<file path="src/logic/swsc_pkg.sv">
// Shared constants, commands and helpers of the sensor command layer.
// Assumes one 100 MHz clock; line timing is counted in 1 us ticks.
package swsc_pkg;

	// ----------------------------------------------------------------
	// Timing
	// ----------------------------------------------------------------
	localparam int CLK_PERIOD_NS = 10;
	localparam int T_TICK_NS     = 1000;
	localparam int US_CYCLES     = T_TICK_NS / CLK_PERIOD_NS;
	localparam logic [6:0] DIV_LAST = 7'(US_CYCLES - 1);
	localparam int T_RESET_US    = 480;
	localparam int T_PD_WAIT_US  = 30;
	localparam int T_PD_LOW_US   = 120;
	localparam int T_SAMPLE_US   = 30;
	localparam int T_TX_HOLD_US  = 45;
	localparam int T_SLOT_US     = 60;
	localparam logic [8:0] RESET_TICKS   = 9'(T_RESET_US);
	localparam logic [8:0] PD_WAIT_TICKS = 9'(T_PD_WAIT_US);
	localparam logic [8:0] PD_LOW_TICKS  = 9'(T_PD_LOW_US);
	localparam logic [8:0] SAMPLE_TICKS  = 9'(T_SAMPLE_US);
	localparam logic [8:0] HOLD_TICKS    = 9'(T_TX_HOLD_US);
	localparam logic [8:0] SLOT_TICKS    = 9'(T_SLOT_US);
	localparam logic [8:0] US_MAX        = 9'h1ff;

	// ----------------------------------------------------------------
	// Commands and bit counts
	// ----------------------------------------------------------------
	localparam logic [7:0] ROM_READ   = 8'h33;
	localparam logic [7:0] ROM_MATCH  = 8'h55;
	localparam logic [7:0] ROM_SKIP   = 8'hcc;
	localparam logic [7:0] ROM_SEARCH = 8'hf0;
	localparam logic [7:0] ROM_ALARM  = 8'hec;
	localparam logic [7:0] FN_CONVERT = 8'h44;
	localparam logic [7:0] FN_WRITE   = 8'h4e;
	localparam logic [7:0] FN_READ    = 8'hbe;
	localparam logic [7:0] FN_COPY    = 8'h48;
	localparam logic [7:0] FN_RECALL  = 8'hb8;
	localparam logic [6:0] LAST_CMD_BIT = 7'h07;
	localparam logic [6:0] LAST_ROM_BIT = 7'h3f;
	localparam logic [6:0] LAST_SP_BIT  = 7'h47;

	// ----------------------------------------------------------------
	// Scratchpad and storage values after reset
	// ----------------------------------------------------------------
	localparam logic [15:0] TEMP_RST    = 16'h0550;
	localparam logic [7:0]  RSV5_VAL    = 8'hff;
	localparam logic [7:0]  RSV6_VAL    = 8'h00;
	localparam logic [7:0]  RSV7_VAL    = 8'h10;
	localparam logic [7:0]  CFG_RW_MASK = 8'h60;
	localparam logic [7:0]  CFG_FIXED   = 8'h1f;
	localparam logic [23:0] NV_RST      = 24'h7f_80_7f;

	typedef enum logic [3:0] {
		T_IDLE, T_ROM_CMD, T_READ_ROM, T_MATCH, T_SEARCH,
		T_FUNC_CMD, T_WRITE_SP, T_READ_SP, T_STATUS, T_DONE
	} swsc_top_st_t;

	typedef enum logic [2:0] {
		S_IDLE, S_SLOT, S_RST, S_PD_WAIT, S_PD_LOW
	} swsc_slot_st_t;

	// Check byte, x8+x5+x4+1, shifted in lsb first over the first n bits
	function automatic logic [7:0] swsc_crc8(input logic [63:0] d,
	                                         input int n);
		logic [7:0] c;
		logic       fb;
		c = 8'h00;
		for (int i = 0; i < 64; i++) begin
			if (i < n) begin
				fb = c[0] ^ d[i];
				c  = {1'b0, c[7:1]} ^ (fb ? 8'h8c : 8'h00);
			end
		end
		return c;
	endfunction

endpackage

</file>
<file path="src/logic/swsc_link_if.sv">
// Carriers between the command layer, its slot engine and its storage.
// Assumes all parties run on the same clock.
`timescale 1ns/1ps
interface swsc_link_if;
	logic bus_reset;
	logic bit_evt;
	logic bit_val;
	logic tx_en;
	logic tx_bit;
	modport slot (output bus_reset, bit_evt, bit_val, input tx_en, tx_bit);
	modport cmd  (input bus_reset, bit_evt, bit_val, output tx_en, tx_bit);
endinterface

interface swsc_nv_if;
	logic        copy_req;
	logic        recall_req;
	logic [23:0] wr_data;
	logic [23:0] rd_data;
	logic        busy;
	logic        recall_done;
	modport mem (input copy_req, recall_req, wr_data,
	             output rd_data, busy, recall_done);
	modport cmd (output copy_req, recall_req, wr_data,
	             input rd_data, busy, recall_done);
endinterface

</file>
<file path="src/logic/swsc_sensor.sv">
// Command and transaction layer of a single-wire temperature sensor.
// Assumes one bus master; the conversion itself is done outside.
//
// Overview of operation
// - A low line longer than 480 us resets the bus and drops any transfer.
// - Any idle gap between bits is fine while the line stays high.
// - Answer only after init, ROM command, function command, in order.
// - Each transfer opens with master reset; device answers with presence.
// - Five ROM commands of 8 bits follow presence, before functions.
// - Read identity command sends the whole 64-bit identity code.
// - Match command selects only on an exact 64-bit match.
// - Skip command selects the device without any identity code.
// - Alarm search works as search but only with alarm flag set.
// - Convert command runs one conversion into the temperature bytes.
// - Read slots after convert give 0 busy, 1 done, external supply.
// - Scratchpad write takes three bytes lsb first into bytes 2 to 4.
// - Scratchpad read sends byte 0 lsb first through check byte 8.
// - Master may cut a scratchpad read by reset; device drops it.
// - Copy command stores bytes 2 to 4 into nonvolatile storage.
// - Recall reloads bytes 2 to 4; read slots show 0 busy, 1 done, external supply.
// - Reload from nonvolatile storage happens by itself after power-up.
// - Every command and data byte travels lsb first.
// - Presence waits 15 to 60 us, then drives low 60 to 240 us.
// - Write slots are sampled 15 to 60 us after the falling edge.
// - Read slot bit is held 45 us and released before slot end.
`timescale 1ns/1ps
module swsc_sensor
	import swsc_pkg::*;
#(
	// Arbitrary identity values, not those of any real part
	parameter logic [7:0]  FAMILY_CODE = 8'h5a,
	parameter logic [47:0] SERIAL_NUM  = 48'h0000_0000_0001,
	parameter int          NV_CYCLES   = 1000,
	parameter int          US_DIV      = US_CYCLES
)(
	input  wire logic        clock,
	input  wire logic        resetn,
	input  wire logic        dq_in,
	output logic             dq_out,
	output logic             dq_oe,
	input  wire logic        parasite_mode,
	input  wire logic [15:0] temp_in,
	input  wire logic        conv_done,
	output logic             conv_start,
	output logic             alarm_flag
);

	localparam logic [63:0] ROM_CODE = {
		swsc_crc8({8'h00, SERIAL_NUM, FAMILY_CODE}, 56),
		SERIAL_NUM, FAMILY_CODE};

	// ----------------------------------------------------------------
	// State
	// ----------------------------------------------------------------
	typedef struct packed {
		swsc_top_st_t st;
		logic [6:0]   cnt;
		logic [1:0]   ph;
		logic [7:0]   rxb;
		logic [7:0]   th;
		logic [7:0]   tl;
		logic [7:0]   cfg;
		logic [15:0]  temp;
		logic         alarm;
		logic         conv_busy;
		logic         conv_start;
		logic         copy_req;
		logic         recall_req;
		logic         boot;
	} swsc_top_s_t;

	swsc_top_s_t s_r;
	swsc_top_s_t s_nxt;
	logic [63:0] sp_low;
	logic [71:0] sp_vec;
	logic [7:0]  nb;
	logic        rom_bit;
	logic        op_busy;
	logic        last_cmd;
	logic        hot;
	logic        cold;

	swsc_link_if lnk ();
	swsc_nv_if   nv ();

	swsc_slot #(
		.US_DIV (US_DIV)
	) u_slot (
		.clock  (clock),
		.resetn (resetn),
		.dq_in  (dq_in),
		.dq_out (dq_out),
		.dq_oe  (dq_oe),
		.lnk    (lnk.slot)
	);

	swsc_nv #(
		.NV_CYCLES (NV_CYCLES)
	) u_nv (
		.clock  (clock),
		.resetn (resetn),
		.nv     (nv.mem)
	);

	assign sp_low = {RSV7_VAL, RSV6_VAL, RSV5_VAL, s_r.cfg, s_r.tl, s_r.th,
	                 s_r.temp};
	assign sp_vec = {swsc_crc8(sp_low, 64), sp_low};
	// Bytes arrive lsb first, so each new bit enters at the top
	assign nb = {lnk.bit_val, s_r.rxb[7:1]};
	assign rom_bit = ROM_CODE[s_r.cnt[5:0]];
	assign op_busy = s_r.conv_busy | nv.busy | s_r.recall_req;
	assign last_cmd = (s_r.cnt == LAST_CMD_BIT);
	assign hot = $signed(temp_in[11:4]) >= $signed(s_r.th);
	assign cold = $signed(temp_in[11:4]) <= $signed(s_r.tl);

	// ----------------------------------------------------------------
	// What the device offers in the next read slot
	// ----------------------------------------------------------------
	always_comb begin
		lnk.tx_en = 1'b0;
		lnk.tx_bit = 1'b1;
		case (s_r.st)
		T_READ_ROM: begin
			lnk.tx_en = 1'b1;
			lnk.tx_bit = rom_bit;
		end
		T_SEARCH: begin
			lnk.tx_en = (s_r.ph != 2'h2);
			lnk.tx_bit = (s_r.ph == 2'h0) ? rom_bit : ~rom_bit;
		end
		T_READ_SP: begin
			lnk.tx_en = 1'b1;
			lnk.tx_bit = sp_vec[s_r.cnt];
		end
		T_STATUS: begin
			// Line is held high by the strong pullup in parasite mode
			lnk.tx_en = ~parasite_mode;
			lnk.tx_bit = ~op_busy;
		end
		default: begin
			lnk.tx_en = 1'b0;
			lnk.tx_bit = 1'b1;
		end
		endcase
	end

	// ----------------------------------------------------------------
	// Transaction sequencing
	// ----------------------------------------------------------------
	always_comb begin
		s_nxt = s_r;
		s_nxt.conv_start = 1'b0;
		s_nxt.copy_req = 1'b0;
		s_nxt.recall_req = 1'b0;
		if (s_r.boot) begin
			s_nxt.boot = 1'b0;
			s_nxt.recall_req = 1'b1;
		end
		if (nv.recall_done) begin
			{s_nxt.cfg, s_nxt.tl, s_nxt.th} = nv.rd_data;
		end
		if (conv_done) begin
			s_nxt.temp = temp_in;
			s_nxt.conv_busy = 1'b0;
			s_nxt.alarm = hot | cold;
		end
		if (lnk.bus_reset) begin
			s_nxt.st = T_ROM_CMD;
			s_nxt.cnt = 7'h00;
			s_nxt.ph = 2'h0;
		end else if (lnk.bit_evt) begin
			case (s_r.st)
			T_ROM_CMD: begin
				s_nxt.rxb = nb;
				s_nxt.cnt = s_r.cnt + 7'h01;
				if (last_cmd) begin
					s_nxt.cnt = 7'h00;
					// Unknown codes leave the device silent
					if (nb == ROM_READ)
						s_nxt.st = T_READ_ROM;
					else if (nb == ROM_MATCH)
						s_nxt.st = T_MATCH;
					else if (nb == ROM_SKIP)
						s_nxt.st = T_FUNC_CMD;
					else if (nb == ROM_SEARCH)
						s_nxt.st = T_SEARCH;
					else if (nb == ROM_ALARM)
						s_nxt.st = s_r.alarm ? T_SEARCH : T_DONE;
					else
						s_nxt.st = T_DONE;
				end
			end
			T_READ_ROM: begin
				s_nxt.cnt = s_r.cnt + 7'h01;
				if (s_r.cnt == LAST_ROM_BIT) begin
					s_nxt.cnt = 7'h00;
					s_nxt.st = T_FUNC_CMD;
				end
			end
			T_MATCH: begin
				s_nxt.cnt = s_r.cnt + 7'h01;
				if (lnk.bit_val != rom_bit) begin
					s_nxt.st = T_DONE;
				end else if (s_r.cnt == LAST_ROM_BIT) begin
					s_nxt.cnt = 7'h00;
					s_nxt.st = T_FUNC_CMD;
				end
			end
			T_SEARCH: begin
				if (s_r.ph != 2'h2) begin
					s_nxt.ph = s_r.ph + 2'h1;
				end else begin
					s_nxt.ph = 2'h0;
					s_nxt.cnt = s_r.cnt + 7'h01;
					// Function commands are not taken after a search
					if (lnk.bit_val != rom_bit || s_r.cnt == LAST_ROM_BIT)
						s_nxt.st = T_DONE;
				end
			end
			T_FUNC_CMD: begin
				s_nxt.rxb = nb;
				s_nxt.cnt = s_r.cnt + 7'h01;
				if (last_cmd) begin
					s_nxt.cnt = 7'h00;
					if (nb == FN_CONVERT) begin
						s_nxt.conv_start = 1'b1;
						s_nxt.conv_busy = 1'b1;
						s_nxt.st = T_STATUS;
					end else if (nb == FN_WRITE) begin
						s_nxt.st = T_WRITE_SP;
					end else if (nb == FN_READ) begin
						s_nxt.st = T_READ_SP;
					end else if (nb == FN_COPY && !nv.busy) begin
						s_nxt.copy_req = 1'b1;
						s_nxt.st = T_DONE;
					end else if (nb == FN_RECALL && !nv.busy) begin
						s_nxt.recall_req = 1'b1;
						s_nxt.st = T_STATUS;
					end else begin
						s_nxt.st = T_DONE;
					end
				end
			end
			T_WRITE_SP: begin
				s_nxt.rxb = nb;
				s_nxt.cnt = s_r.cnt + 7'h01;
				// Each byte lands when whole; a cut write keeps earlier ones
				if (s_r.cnt[2:0] == 3'h7) begin
					if (s_r.cnt[4:3] == 2'h0) begin
						s_nxt.th = nb;
					end else if (s_r.cnt[4:3] == 2'h1) begin
						s_nxt.tl = nb;
					end else begin
						s_nxt.cfg = (nb & CFG_RW_MASK) | CFG_FIXED;
						s_nxt.st = T_DONE;
					end
				end
			end
			T_READ_SP: begin
				s_nxt.cnt = s_r.cnt + 7'h01;
				if (s_r.cnt == LAST_SP_BIT)
					s_nxt.st = T_DONE;
			end
			default: s_nxt.st = s_r.st;
			endcase
		end
	end

	always_ff @(posedge clock) begin
		if (!resetn) begin
			s_r <= '{st: T_IDLE, cnt: 7'h00, ph: 2'h0, rxb: 8'h00,
			         th: NV_RST[7:0], tl: NV_RST[15:8],
			         cfg: NV_RST[23:16], temp: TEMP_RST, alarm: 1'b0,
			         conv_busy: 1'b0, conv_start: 1'b0, copy_req: 1'b0,
			         recall_req: 1'b0, boot: 1'b1};
		end else begin
			s_r <= s_nxt;
		end
	end

	assign nv.copy_req = s_r.copy_req;
	assign nv.recall_req = s_r.recall_req;
	assign nv.wr_data = {s_r.cfg, s_r.tl, s_r.th};
	assign conv_start = s_r.conv_start;
	assign alarm_flag = s_r.alarm;
endmodule

</file>
<file path="src/logic/swsc_slot.sv">
// Line timing: reset and presence, bit slot sampling and driving.
// Assumes an open-drain data line with external pullup; dq_in is async.
`timescale 1ns/1ps
module swsc_slot
	import swsc_pkg::*;
#(
	parameter int US_DIV = US_CYCLES
)(
	input  wire logic   clock,
	input  wire logic   resetn,
	input  wire logic   dq_in,
	output logic        dq_out,
	output logic        dq_oe,
	swsc_link_if.slot   lnk
);

	// The fall is seen three cycles late; a 1 us master pulse must cover it
	if (US_DIV < 4 || US_DIV > 128) begin : g_chk
		$error("US_DIV out of range");
	end

	localparam logic [6:0] DIV_END = 7'(US_DIV - 1);

	typedef struct packed {
		logic [2:0]    sync;
		swsc_slot_st_t st;
		logic [6:0]    div;
		logic [8:0]    us;
		logic          drive;
		logic          bit_evt;
		logic          bit_val;
		logic          bus_reset;
	} swsc_slot_s_t;

	swsc_slot_s_t s_r;
	swsc_slot_s_t s_nxt;
	logic         line;
	logic         fell;
	logic         tick;
	logic [8:0]   us_inc;

	assign line = s_r.sync[1];
	assign fell = s_r.sync[2] & ~line;
	assign tick = (s_r.div == DIV_END);
	assign us_inc = (tick && s_r.us != US_MAX) ? s_r.us + 9'h001 : s_r.us;

	// ----------------------------------------------------------------
	// Slot sequencing
	// ----------------------------------------------------------------
	always_comb begin
		s_nxt = s_r;
		s_nxt.bit_evt = 1'b0;
		s_nxt.bus_reset = 1'b0;
		s_nxt.sync = {s_r.sync[1:0], dq_in};
		s_nxt.div = tick ? 7'h00 : s_r.div + 7'h01;
		s_nxt.us = us_inc;
		case (s_r.st)
		S_IDLE: begin
			// No timeout here: a released line may rest for ever
			if (fell) begin
				s_nxt.st = S_SLOT;
				s_nxt.us = 9'h000;
				s_nxt.div = 7'h00;
				// Bit latched at the fall so it cannot change mid-slot
				s_nxt.drive = lnk.tx_en & ~lnk.tx_bit;
			end
		end
		S_SLOT: begin
			if (tick && us_inc == SAMPLE_TICKS) begin
				s_nxt.bit_evt = 1'b1;
				s_nxt.bit_val = line;
			end
			if (us_inc >= HOLD_TICKS)
				s_nxt.drive = 1'b0;
			if (!line && s_r.us >= RESET_TICKS) begin
				s_nxt.bus_reset = 1'b1;
				s_nxt.st = S_RST;
				s_nxt.drive = 1'b0;
			end else if (line && s_r.us >= SLOT_TICKS) begin
				s_nxt.st = S_IDLE;
			end
		end
		S_RST: begin
			if (line) begin
				s_nxt.st = S_PD_WAIT;
				s_nxt.us = 9'h000;
				s_nxt.div = 7'h00;
			end
		end
		S_PD_WAIT: begin
			if (us_inc >= PD_WAIT_TICKS) begin
				s_nxt.st = S_PD_LOW;
				s_nxt.us = 9'h000;
				s_nxt.drive = 1'b1;
			end
		end
		S_PD_LOW: begin
			if (us_inc >= PD_LOW_TICKS) begin
				s_nxt.st = S_IDLE;
				s_nxt.drive = 1'b0;
			end
		end
		default: s_nxt.st = S_IDLE;
		endcase
	end

	always_ff @(posedge clock) begin
		if (!resetn) begin
			s_r <= '{sync: 3'h7, st: S_IDLE, div: 7'h00, us: 9'h000,
			         drive: 1'b0, bit_evt: 1'b0, bit_val: 1'b0,
			         bus_reset: 1'b0};
		end else begin
			s_r <= s_nxt;
		end
	end

	assign dq_out = 1'b0;
	assign dq_oe = s_r.drive;
	assign lnk.bit_evt = s_r.bit_evt;
	assign lnk.bit_val = s_r.bit_val;
	assign lnk.bus_reset = s_r.bus_reset;
endmodule

</file>
<file path="src/logic/swsc_nv.sv">
// Nonvolatile copy of the alarm and configuration bytes.
// Assumes a request is only made while busy is low.
`timescale 1ns/1ps
module swsc_nv
	import swsc_pkg::*;
#(
	parameter int NV_CYCLES = 1000
)(
	input  wire logic clock,
	input  wire logic resetn,
	swsc_nv_if.mem    nv
);

	if (NV_CYCLES < 1 || NV_CYCLES > 65535) begin : g_chk
		$error("NV_CYCLES out of range");
	end

	localparam logic [15:0] NV_LAST = 16'(NV_CYCLES - 1);

	typedef struct packed {
		logic [23:0] store;
		logic [23:0] pend;
		logic        busy;
		logic        is_copy;
		logic [15:0] cnt;
		logic        done;
	} swsc_nv_s_t;

	swsc_nv_s_t s_r;
	swsc_nv_s_t s_nxt;

	// Storage is modelled by flops whose reset value stands for the
	// contents kept across power-down.
	always_comb begin
		s_nxt = s_r;
		s_nxt.done = 1'b0;
		if (s_r.busy) begin
			if (s_r.cnt == NV_LAST) begin
				s_nxt.busy = 1'b0;
				if (s_r.is_copy)
					s_nxt.store = s_r.pend;
				else
					s_nxt.done = 1'b1;
			end else begin
				s_nxt.cnt = s_r.cnt + 16'h0001;
			end
		end else if (nv.copy_req || nv.recall_req) begin
			s_nxt.busy = 1'b1;
			s_nxt.is_copy = nv.copy_req;
			s_nxt.pend = nv.wr_data;
			s_nxt.cnt = 16'h0000;
		end
	end

	always_ff @(posedge clock) begin
		if (!resetn) begin
			s_r <= '{store: NV_RST, pend: 24'h000000, busy: 1'b0,
			         is_copy: 1'b0, cnt: 16'h0000, done: 1'b0};
		end else begin
			s_r <= s_nxt;
		end
	end

	assign nv.rd_data = s_r.store;
	assign nv.busy = s_r.busy;
	assign nv.recall_done = s_r.done;

endmodule

</file>
<file path="config.mk">
export PLATFORM = sky130hd
export DESIGN_NAME = swsc_sensor
export DESIGN_NICKNAME = d
export VERILOG_FILES = /design/src/logic/swsc_pkg.sv /design/src/logic/swsc_link_if.sv /design/src/logic/swsc_sensor.sv /design/src/logic/swsc_slot.sv /design/src/logic/swsc_nv.sv
export SDC_FILE = /design/constraint.sdc
export NUM_CORES = 1
export LEC_CHECK = 0
export BUFFER_PORTS_ARGS = -buffer_cell sky130_fd_sc_hd__buf_2
export CORE_AREA = 2 2 134 136
export CTS_BUF_LIST = sky130_fd_sc_hd__clkbuf_8
export DETAILED_ROUTE_END_ITERATION = 8
export DIE_AREA = 0 0 136 138
export HOLD_SLACK_MARGIN = 0.1
export PLACE_DENSITY = 0.7
export SLEW_MARGIN = 20
export SYNTH_ARGS = -nofsm -noshare
export SYNTH_HDL_FRONTEND = slang
export SYNTH_SLANG_ARGS = --single-unit
</file>
<file path="constraint.sdc">
create_clock -name clock -period 5.7 [get_ports clock]
set_clock_uncertainty 0.2 [all_clocks]
set_input_delay 0.285 -clock clock [delete_from_list [all_inputs] [get_ports clock]]
set_output_delay 0.285 -clock clock [all_outputs]
set_load 0.005 [all_outputs]
</file>
==> summary.md, run 1 <==
| Metric | Value |
|---|---|
| Run status | `complete, no violations` |
| P_leak | `3.896 nW` |
| Via count of the first global-routing pass | `7048` |
| Die outline area | `18770 sq um` |
| Average detailed-routed wire length per instance | `16.40 microns` |
| Main synth FF type | `dfxtp_1` |
| Drt total wl | `21.68 mm` |
| Share of the core filled with cells | `56.82%` |
| Yosys top cell area share | `34.82%` |
| Share of flip-flops with an asynchronous set or reset | `0%` |
| Crit path setup slack, layout | `1513 ps` |
| Clk_lat worst skew | `460 ps` |
| Crit path time final | `4187 ps` |
| Area of the mapped netlist | `9200 sq um` |
| Residual overflow from global routing | `0` |
| Count of placed standard cells in the final layout, fillers left out | `1322` |
| Placed Cells incl. Taps | `1273` |
| Endpoint kind of the worst setup timing path | `flip-flop` |
| Fraction of final layout cells sized beyond drive strength 1 | `9.241%` |
| Number of ports placed on the die boundary | `25` |
| Number of port buffers | `23` |
| FP Rows | `49` |
| Most frequent cells in the layout | `178 x nand2_1, 160 x dfxtp_1, 109 x nor2_1` |
| Crit path max fanout | `8` |
| Data required time of the worst path | `5830 ps` |
| Startpoint type of the worst setup path | `flip-flop` |
| Setup TNS after final layout | `0 ps` |
| Maximum clock insertion buffer count | `2` |
| Initial core utilization | `52.47%` |
| Worst Setup Slack post-DPL | `1647 ps` |
| Antenna violations before repair | `0` |
| Combined global-route utilization of all metal layers | `24.00%` |
| Leading cell type in the layout, fill and taps excluded | `nand2_1` |
| Buffer cell driving the clock tree root | `clkbuf_8` |
| Max-slew violations | `0` |
| Worst max-slew margin expressed relative to the limit | `31.23%` |
| Unrepaired setup endpoints after global routing | `no` |
| Period utilisation layout | `73.45%` |
| Area growth from synthesis to layout | `8.296%` |
| Vertical die dimension | `138 microns` |
| DRC marker count from the first detailed-route iteration | `547` |
| Count of flip-flops with a built-in enable after synthesis | `0` |
| Maximum ir drop on the vdd rail | `254.0 uV` |
| Nets in the synthesized netlist | `1124` |
| H-tree depth reported by CTS | `4` |
| Ant. Diodes | `0` |
| Hold Violations, Final | `0` |
| Non-Filler Cell Area, Final | `9963 sq um` |
| DR pass1 iterations | `5` |
| DIE WIDTH | `136 microns` |
| Final GP Congestion | `0.8891` |
| Pin count of the biggest net entering global routing | `81` |
| Number of remaining DRC errors | `0` |
| TritonCTS Buffers | `17` |
| Clock Pin Slew Worst Setup and Hold Paths | `90 ps` |
| Path class of the lowest-slack min-delay path | `in2reg` |
| Final layout net count | `1125` |
| Buffer count from post-CTS setup fixing | `0` |
| YS warnings | `0` |
| Number of vias in the routed layout | `7528` |
| CTS tree | `yes` |
| Top cell type by total area after synthesis | `dfxtp_1` |
| Worst Max-Slew Pin Slew | `1029 ps` |
| Instance area at placement | `9382 sq um` |
| Signal arrival time at the worst endpoint | `4320 ps` |
| Flops & latches, synth | `160` |
| Number of distinct standard cells referenced by the synthesized netlist | `76` |
| Post-DRT Antenna Nets | `0` |
| Max-cap check violation count | `0` |
| Global-route wire length before repair | `36.05 mm` |
| Gate count after technology mapping | `1079` |
| Std-Cell Core Area | `17530 sq um` |
| CP Class | `reg2reg` |
| Max frequency | `238.9 MHz` |
| Sinks on the clock net | `160` |
| Avg Cell Area, Syn | `8.526 sq um` |
| Count of endpoints failing setup in the final report | `0` |
| Top cells by area in the synthesized netlist | `dfxtp_1 35%, nand2_1 7.3%, nor2_1 4.5%` |
| Register area share after synthesis | `34.82%` |
| Power Dens Cells | `308.6 nW/um^2` |
| Via-to-Cell Ratio | `5.694` |
| Detail Placement HPWL | `14.99 mm` |
## synthesized netlist by cell type (4+ instances only)
library cell	count
nand2_1	178
dfxtp_1	160
nor2_1	110
a21oi_1	76
clkbuf_1	48
nand3_1	47
xnor2_1	45
o21ai_0	43
mux2i_1	41
inv_1	36
ha_1	24
xor2_1	24
o211ai_1	17
xnor3_1	15
nor2b_1	14
nor3_1	12
nand4_1	11
and3_1	10
nand2b_1	10
a31oi_1	9
or3_1	8
xnor3_2	8
and2_1	7
buf_2	7
mux4_2	7
nor4_1	7
or2_2	6
a211oi_1	5
buf_1	5
nand3b_1	5
nor3b_1	5
a2111oi_0	4
a21o_1	4
o21a_1	4
## critical path, stage by stage (launching register included)
cell and delay [ps]:
dfxtp_1 370, ha_1 310, and4_1 230, ha_1 230, nor3b_1 520, nand2_1 340, nor4_1 320, xnor2_1 230
nand3_1 160, nor3b_1 670, a21oi_1 160, a22oi_1 220, o32ai_1 100
## through the flow
stage,hold WS (ps),power (W)
finish,153.2,0.003074
floorplan,186.3,0.002086
CTS,125.2,0.003104
detailed placement,210.1,0.002217
global route,146.4,0.003227
global placement,210.6,0.002211
## where the power goes
part	total (W)	switching (W)	internal (W)
registers	0.00116	0.0000224	0.00114
logic	0.00103	0.000457	0.000577
clock network	0.000881	0.000459	0.000423
total	0.00307	0.000938	0.00214
## registers in the layout (all words and copies together), names as in the netlist
register and flops:
u_nv.s_r 41, s_r 31, nv.wr_data 24, u_nv.nv.rd_data 24
u_slot.s_r 20, nb 7, alarm_flag 1, conv_start 1
nv.copy_req 1, nv.recall_req 1, rom_bit 1, u_nv.nv.busy 1
u_nv.nv.recall_done 1, u_slot.dq_oe 1, u_slot.line 1, u_slot.lnk.bit_evt 1
u_slot.lnk.bit_val 1, u_slot.lnk.bus_reset 1, u_slot.s_nxt 1
## layout make-up
cell class,count,area (sq um)
well taps,229,286.5
clock buffers,19,261.5
fillers,1604,7571
clock inverters,13,150.1
flip-flops and latches,160,3203
repair buffers,45,322.8
inverters,37,138.9
multi-input cells,819,5600
## routing by layer
| layer | share of wire [%] | GRT usage (%) | vias to the layer above | wire (microns) |
|---|---|---|---|---|
| met4 | 2.2 | 7.840 | 0 | 473 |
| met1 | 48 | 34.73 | 3555 | 10380 |
| met2 | 45 | 36.05 | 219 | 9650 |
| met3 | 5.4 | 4.547 | 31 | 1167 |
| li1 | - | - | 3723 | - |
| met5 | 0 | 0 | - | 0 |
## logic make-up after synthesis
| logic type | share of synthesized area [%] |
|---|---|
| muxes | 6.745 |
| DFF | 34.82 |
| and+or+nand+nor | 22.21 |
| xor gates and xnor gates | 15.72 |
| other | 0.04076 |
| buffers and inverters | 4.338 |
| adders and majority gates | 3.264 |
| AOI/OAI and AO/OA | 12.87 |
## path summary, 6_finish.rpt
check | cells after the start | slack, ps | endpoint | startpoint
min reg2reg | 1 | 220 | u_slot.line$_SDFF_PN1_ | u_slot.s_nxt[24]$_SDFF_PN1_
min | 3 | 150 | u_slot.s_nxt[24]$_SDFF_PN1_ | resetn
max reg2reg | 12 | 1510 | u_slot.dq_oe$_SDFFE_PN0P_ | u_slot.s_r[4]$_SDFF_PN0_
max | 12 | 1510 | u_slot.dq_oe$_SDFFE_PN0P_ | u_slot.s_r[4]$_SDFF_PN0_
## repair_timing
action / CTS / global route
resized for setup: 0 / 0
hold endpoints to repair: 17 / 0
setup endpoints to repair: 0 / 0
hold buffers: 17 / 0
Power figures use the tool's default switching activity.
==> run 2: changes to the inputs <==
--- a/config.mk
+++ b/config.mk
@@ -11,7 +11,7 @@
 export DETAILED_ROUTE_END_ITERATION = 8
 export DIE_AREA = 0 0 136 138
 export HOLD_SLACK_MARGIN = 0.1
-export PLACE_DENSITY = 0.7
+export PLACE_DENSITY = 0.72
 export SLEW_MARGIN = 20
 export SYNTH_ARGS = -nofsm -noshare
 export SYNTH_HDL_FRONTEND = slang
==> constraint.sdc (replaced) <==
create_clock -name clock -period 3.4 [get_ports clock]
set_clock_uncertainty 0.2 [all_clocks]
set_input_delay 0.17 -clock clock [delete_from_list [all_inputs] [get_ports clock]]
set_output_delay 0.17 -clock clock [all_outputs]
set_load 0.005 [all_outputs]
==> run 2 against run 1 <==
The flow now finishes with violations (negative setup slack). Hold slack better by 1.4 ps. Flip-flop and latch count unchanged. Power up 76%. Setup slack worse by 1500 ps. Die area unchanged. Design area up 7.7%. Global-route usage up 2.2 points. Routed wire length up 12%. Via count up 5.6%. Critical path depth down 2.
==> summary.md, run 2 (same netlist as run 1, synthesis figures left out) <==
| Metric | Value |
|---|---|
| Delay-heaviest family, CP | `XOR/XNOR gates` |
| Antenna violations before repair | `0` |
| Timing startpoint of the critical path | `s_r[8]$_SDFFE_PN0P_` |
| Final layout net count | `1203` |
| Post-DRT Antenna Nets | `0` |
| Residual overflow from global routing | `0` |
| Maximum ir drop on the vdd rail | `445.9 uV` |
| Via-to-Cell Ratio | `5.679` |
| Share of the core filled with cells | `61.20%` |
| Die outline area | `18770 sq um` |
| Worst max-slew margin expressed relative to the limit | `33.46%` |
| Pin count of the biggest net entering global routing | `88` |
| Largest register FFs | `41` |
| Start of the worst register-to-register path | `s_r[8]$_SDFFE_PN0P_` |
| CTS tree | `yes` |
| Initial core utilization | `52.47%` |
| Vertical die dimension | `138 microns` |
| Number of ports placed on the die boundary | `25` |
| DRC marker count from the first detailed-route iteration | `793` |
| P_leak | `4.280 nW` |
| Crit path max fanout | `4` |
| Cell at the slowest stage of the critical path | `xor3_1` |
| Run status | `finished, violations left` |
| Worst Max-Slew Pin Slew | `996.7 ps` |
| Number of vias in the routed layout | `7950` |
| Failing checks | `negative setup slack` |
| Endpoint kind of the worst setup timing path | `flip-flop` |
| Max-slew violations | `0` |
| Power Dens Cells | `504.0 nW/um^2` |
| Signal arrival time at the worst endpoint | `3510 ps` |
| Maximum clock insertion buffer count | `2` |
| HP Start | `parasite_mode` |
| Most frequent cells in the layout | `177 x nand2_1, 149 x dfxtp_1, 108 x nor2_1` |
| Count of endpoints failing setup in the final report | `1` |
| Ant. Diodes | `0` |
| TritonCTS Buffers | `17` |
| Startpoint type of the worst setup path | `flip-flop` |
| Max-cap check violation count | `0` |
| Worst stage delay on the critical path | `470 ps` |
| Count of placed standard cells in the final layout, fillers left out | `1400` |
| Buffer cell driving the clock tree root | `clkbuf_8` |
| Number of port buffers | `23` |
| Crit path setup slack, layout | `-8.686 ps` |
| Clk_lat worst skew | `470 ps` |
| Period utilisation layout | `100.3%` |
| CP Class | `reg2reg` |
| Sinks on the clock net | `160` |
| Max frequency | `293.4 MHz` |
| DIE WIDTH | `136 microns` |
| Register name with the most flops | `u_nv.s_r` |
| DR pass1 iterations | `7` |
| Leading cell type in the layout, fill and taps excluded | `nand2_1` |
| Regs by FF count | `u_nv.s_r x41, s_r x31` |
| Drt total wl | `24.34 mm` |
| Data required time of the worst path | `3510 ps` |
| PnR Total Power | `0.005409 W` |
| Non-Filler Cell Area, Final | `10730 sq um` |
| Combined global-route utilization of all metal layers | `26.17%` |
| Std-Cell Core Area | `17530 sq um` |
| Detail Placement HPWL | `16.14 mm` |
| FP Rows | `49` |
| Hold Violations, Final | `0` |
| Placed Cells incl. Taps | `1323` |
| Unrepaired setup endpoints after global routing | `yes` |
| Crit path time final | `3409 ps` |
| Fraction of final layout cells sized beyond drive strength 1 | `15.88%` |
| Number of remaining DRC errors | `0` |
| Number of buffers and inverters on the critical path | `0` |
| Global-route wire length before repair | `38.92 mm` |
| Via count of the first global-routing pass | `7594` |
| Final GP Congestion | `0.8964` |
| Worst path cell trace | `xor3_1, xnor3_2, xnor3_2, xnor2_2, xnor2_2, xnor3_1, a21oi_2, xor2_1, a2111oi_2, o32ai_1` |
| Average detailed-routed wire length per instance | `17.39 microns` |
| Area growth from synthesis to layout | `16.63%` |
| Clock Pin Slew Worst Setup and Hold Paths | `100 ps` |
| H-tree depth reported by CTS | `4` |
| Path class of the lowest-slack min-delay path | `in2reg` |
| Instance area at placement | `9762 sq um` |
[run 2: changes by cell type in the layout (fill, tap and decap cells not counted), moves of 5 or more]
cell | before | now
dfxtp_1 | 160 | 149
xnor2_1 | 45 | 40
dfxtp_2 | 0 | 9
buf_4 | 5 | 59
dlygate4sd3_1 | 17 | 40
[run 2: worst paths after layout]
check | to | slack [ps] | cells after the start
setup reg to reg | u_slot.dq_oe$_SDFFE_PN0P_ | -9 | 10
hold reg to reg | u_slot.line$_SDFF_PN1_ | 210 | 1
setup / recovery | u_slot.dq_oe$_SDFFE_PN0P_ | -9 | 10
hold / removal | u_slot.dq_oe$_SDFFE_PN0P_ | 150 | 7
[run 2: cell type report]
type,instances,area (sq um)
sequential,160,3222
clock inverter,15,161.4
clock buffer,17,234.0
tap,229,286.5
timing repair buffer,123,963.4
multi-input combinational,819,5724
inverter,37,138.9
fill,1485,6804
[run 2: through the flow]
| stage | hold WS, ps | setup slack [ps] | TNS, ps |
|---|---|---|---|
| finish | 154.6 | -8.686 | -8.686 |
| global route | 182.7 | -115.4 | -115.4 |
| CTS | 127.8 | 4.637 | 0 |
| detailed placement | 171.5 | -45.99 | -45.99 |
| global placement | 173.1 | 17.95 | 0 |
| floorplan | 71.47 | -61.79 | -451.6 |
[run 2: worst register-to-register path: cells and delay by family (launching register included)]
family / cells / cell delay [ps]
xor gates and xnor gates: 7 / 2050
AOI/OAI and AO/OA: 3 / 590
DFF: 1 / 390
[run 2: repair_timing]
item | CTS | global route
cloned | 0 | 1
hold buffers | 40 | 0
pin swaps | 0 | 23
endpoints found under the setup margin | 1 | 13
buffers inserted | 0 | 4
endpoints found under the hold margin | 50 | 0
resized for setup | 4 | 30
[run 2: metal layers]
layer | up-vias | track usage (%) | routed length, microns
met4 | 0 | 8.717 | 558
met5 | - | 0 | 0
met3 | 42 | 6.344 | 1615
met1 | 3764 | 36.48 | 10980
li1 | 3879 | - | -
met2 | 265 | 39.88 | 11190
[run 2: report_power, final]
part	switching [W]	total (W)	internal [W]
clock	0.000778	0.00144	0.000662
combinational	0.000882	0.00203	0.00115
sequential	0.0000349	0.00194	0.00191
total	0.00169	0.00541	0.00371
==> run 3: changes to the inputs <==
--- a/config.mk
+++ b/config.mk
@@ -12,6 +12,7 @@
 export DIE_AREA = 0 0 136 138
 export HOLD_SLACK_MARGIN = 0.1
 export PLACE_DENSITY = 0.72
+export RECOVER_POWER = 100
 export SLEW_MARGIN = 20
 export SYNTH_ARGS = -nofsm -noshare
 export SYNTH_HDL_FRONTEND = slang
==> run 3 against run 2 <==
The flow still finishes with violations (negative setup slack). Critical path type unchanged. Routed wire length decreased by 0.43%. First-iteration DRC count decreased by 5.8%. Largest power group unchanged. Critical endpoint unchanged. Highest routed layer unchanged. Register-to-register slack about the same. Die area unchanged.
==> summary.md, run 3 (same netlist as run 1, synthesis figures left out) <==
| Metric | Value |
|---|---|
| Run status | `finished, violations left` |
| Failing checks | `negative setup slack` |
| Combined global-route utilization of all metal layers | `26.17%` |
| Maximum ir drop on the vdd rail | `446.3 uV` |
| Most frequent cells in the layout | `177 x nand2_1, 149 x dfxtp_1, 108 x nor2_1` |
| Period utilisation layout | `100.6%` |
| Sinks on the clock net | `160` |
| Residual overflow from global routing | `0` |
| Vertical die dimension | `138 microns` |
| CP Class | `reg2reg` |
| Crit path max fanout | `4` |
| Footprint of the flip-flops and latches | `3222 sq um` |
| Delay-heaviest family, CP | `XOR/XNOR gates` |
| Fraction of final layout cells sized beyond drive strength 1 | `15.71%` |
| Final GP Congestion | `0.8964` |
| PnR Total Power | `0.005407 W` |
| Antenna violations before repair | `0` |
| Register name with the most flops | `u_nv.s_r` |
| DRC marker count from the first detailed-route iteration | `747` |
| Regs by FF count | `u_nv.s_r x41, s_r x31` |
| P_leak | `4.272 nW` |
| Std-Cell Core Area | `17530 sq um` |
| Area of the multi-input gates | `5724 sq um` |
| Initial core utilization | `52.47%` |
| H-tree depth reported by CTS | `4` |
| Setup TNS after final layout | `-19.67 ps` |
| Signal arrival time at the worst endpoint | `3520 ps` |
| Power Dens Cells | `504.1 nW/um^2` |
| CTS tree | `yes` |
| Number of remaining DRC errors | `0` |
| Buffer cell driving the clock tree root | `clkbuf_8` |
| Startpoint type of the worst setup path | `flip-flop` |
| Leading cell type in the layout, fill and taps excluded | `nand2_1` |
| Placed Cells incl. Taps | `1323` |
| Via count of the first global-routing pass | `7594` |
| Worst max-slew margin expressed relative to the limit | `33.43%` |
| Worst path cell trace | `xor3_1, xnor3_2, xnor3_2, xnor2_2, xnor2_2, xnor3_1, a21oi_2, xor2_1, a2111oi_2, o32ai_1` |
| TritonCTS Buffers | `17` |
| Worst Max-Slew Pin Slew | `997.2 ps` |
| Via-to-Cell Ratio | `5.687` |
| Count of endpoints failing setup in the final report | `1` |
| Number of buffers and inverters on the critical path | `0` |
| Number of vias in the routed layout | `7962` |
| Maximum clock insertion buffer count | `2` |
| Largest register FFs | `41` |
| Crit path setup slack, layout | `-19.67 ps` |
| Share of the core filled with cells | `61.18%` |
| Clk_lat worst skew | `470 ps` |
| Ant. Diodes | `0` |
| Post-DRT Antenna Nets | `0` |
| Data required time of the worst path | `3500 ps` |
| Path class of the lowest-slack min-delay path | `in2reg` |
| Crit path time final | `3420 ps` |
| Drt total wl | `24.24 mm` |
| Worst stage delay on the critical path | `470 ps` |
| Area growth from synthesis to layout | `16.61%` |
| Unrepaired setup endpoints after global routing | `yes` |
| Number of port buffers | `23` |
| Cell at the slowest stage of the critical path | `xor3_1` |
| FP Rows | `49` |
| Endpoint kind of the worst setup timing path | `flip-flop` |
| Global-route wire length before repair | `38.92 mm` |
| Pin count of the biggest net entering global routing | `88` |
| Max frequency | `292.4 MHz` |
| Average detailed-routed wire length per instance | `17.31 microns` |
| Number of ports placed on the die boundary | `25` |
| Hold Violations, Final | `0` |
| Max-cap check violation count | `0` |
| Clock Pin Slew Worst Setup and Hold Paths | `100 ps` |
| Detail Placement HPWL | `16.14 mm` |
| Max-slew violations | `0` |
| DR pass1 iterations | `7` |
| Final layout net count | `1203` |
| Die outline area | `18770 sq um` |
| Count of placed standard cells in the final layout, fillers left out | `1400` |
| DIE WIDTH | `136 microns` |
| Filler instances | `1485` |
run 3: timing repair:
action	4_1_cts	5_1_grt
cloned	0	1
endpoints found under the setup margin	1	13
setup buffers	0	4
hold buffers	40	0
endpoints found under the hold margin	50	0
pin swaps	0	23
resized for setup	4	30
run 3: path summary, 6_finish.rpt:
path | cells past startpoint | startpoint | endpoint | slack, ps
min reg2reg | 1 | u_slot.s_nxt[24]$_SDFF_PN1_ | u_slot.line$_SDFF_PN1_ | 210
min | 7 | parasite_mode | u_slot.dq_oe$_SDFFE_PN0P_ | 160
max | 10 | s_r[8]$_SDFFE_PN0P_ | u_slot.dq_oe$_SDFFE_PN0P_ | -20
max reg2reg | 10 | s_r[8]$_SDFFE_PN0P_ | u_slot.dq_oe$_SDFFE_PN0P_ | -20
run 3: area by class of cell:
class,count,area share (%)
clock inverters,15,1.505
inverters,37,1.295
well taps,229,2.671
clock buffers,17,2.181
repair buffers,123,8.957
multi-input cells,819,53.36
flip-flops and latches,160,30.03
run 3: report_power, final:
part / switching (W) / leakage [nW] / internal [W]
Combinational: 0.000881 / 2.78 / 0.00115
Clock: 0.000778 / 0.195 / 0.000662
Sequential: 0.0000347 / 1.30 / 0.00191
run 3: per-stage QoR:
stage | instance area, sq um | hold WS [ps] | setup slack [ps]
2_1_floorplan | 9205 | 71.47 | -61.79
3_3_place_gp | 9762 | 173.1 | 17.95
3_5_place_dp | 9762 | 171.5 | -45.99
4_1_cts | 10580 | 127.8 | 4.637
5_1_grt | 10730 | 182.7 | -115.4
6_report | 10730 | 163.4 | -19.67
run 3: tightest hold or removal path, stage by stage:
cell and delay (ps):
buf_2 70, nor2_1 30, mux2i_1 130, o311a_1 160, nor4_1 70, nand2_1 70
o32ai_1 70
run 3: metal layers:
layer	wire length [microns]	track usage [%]	vias up
met5	0	0	-
met4	537	8.717	0
met3	1588	6.344	41
met2	11180	39.88	273
met1	10930	36.48	3764
li1	-	-	3884
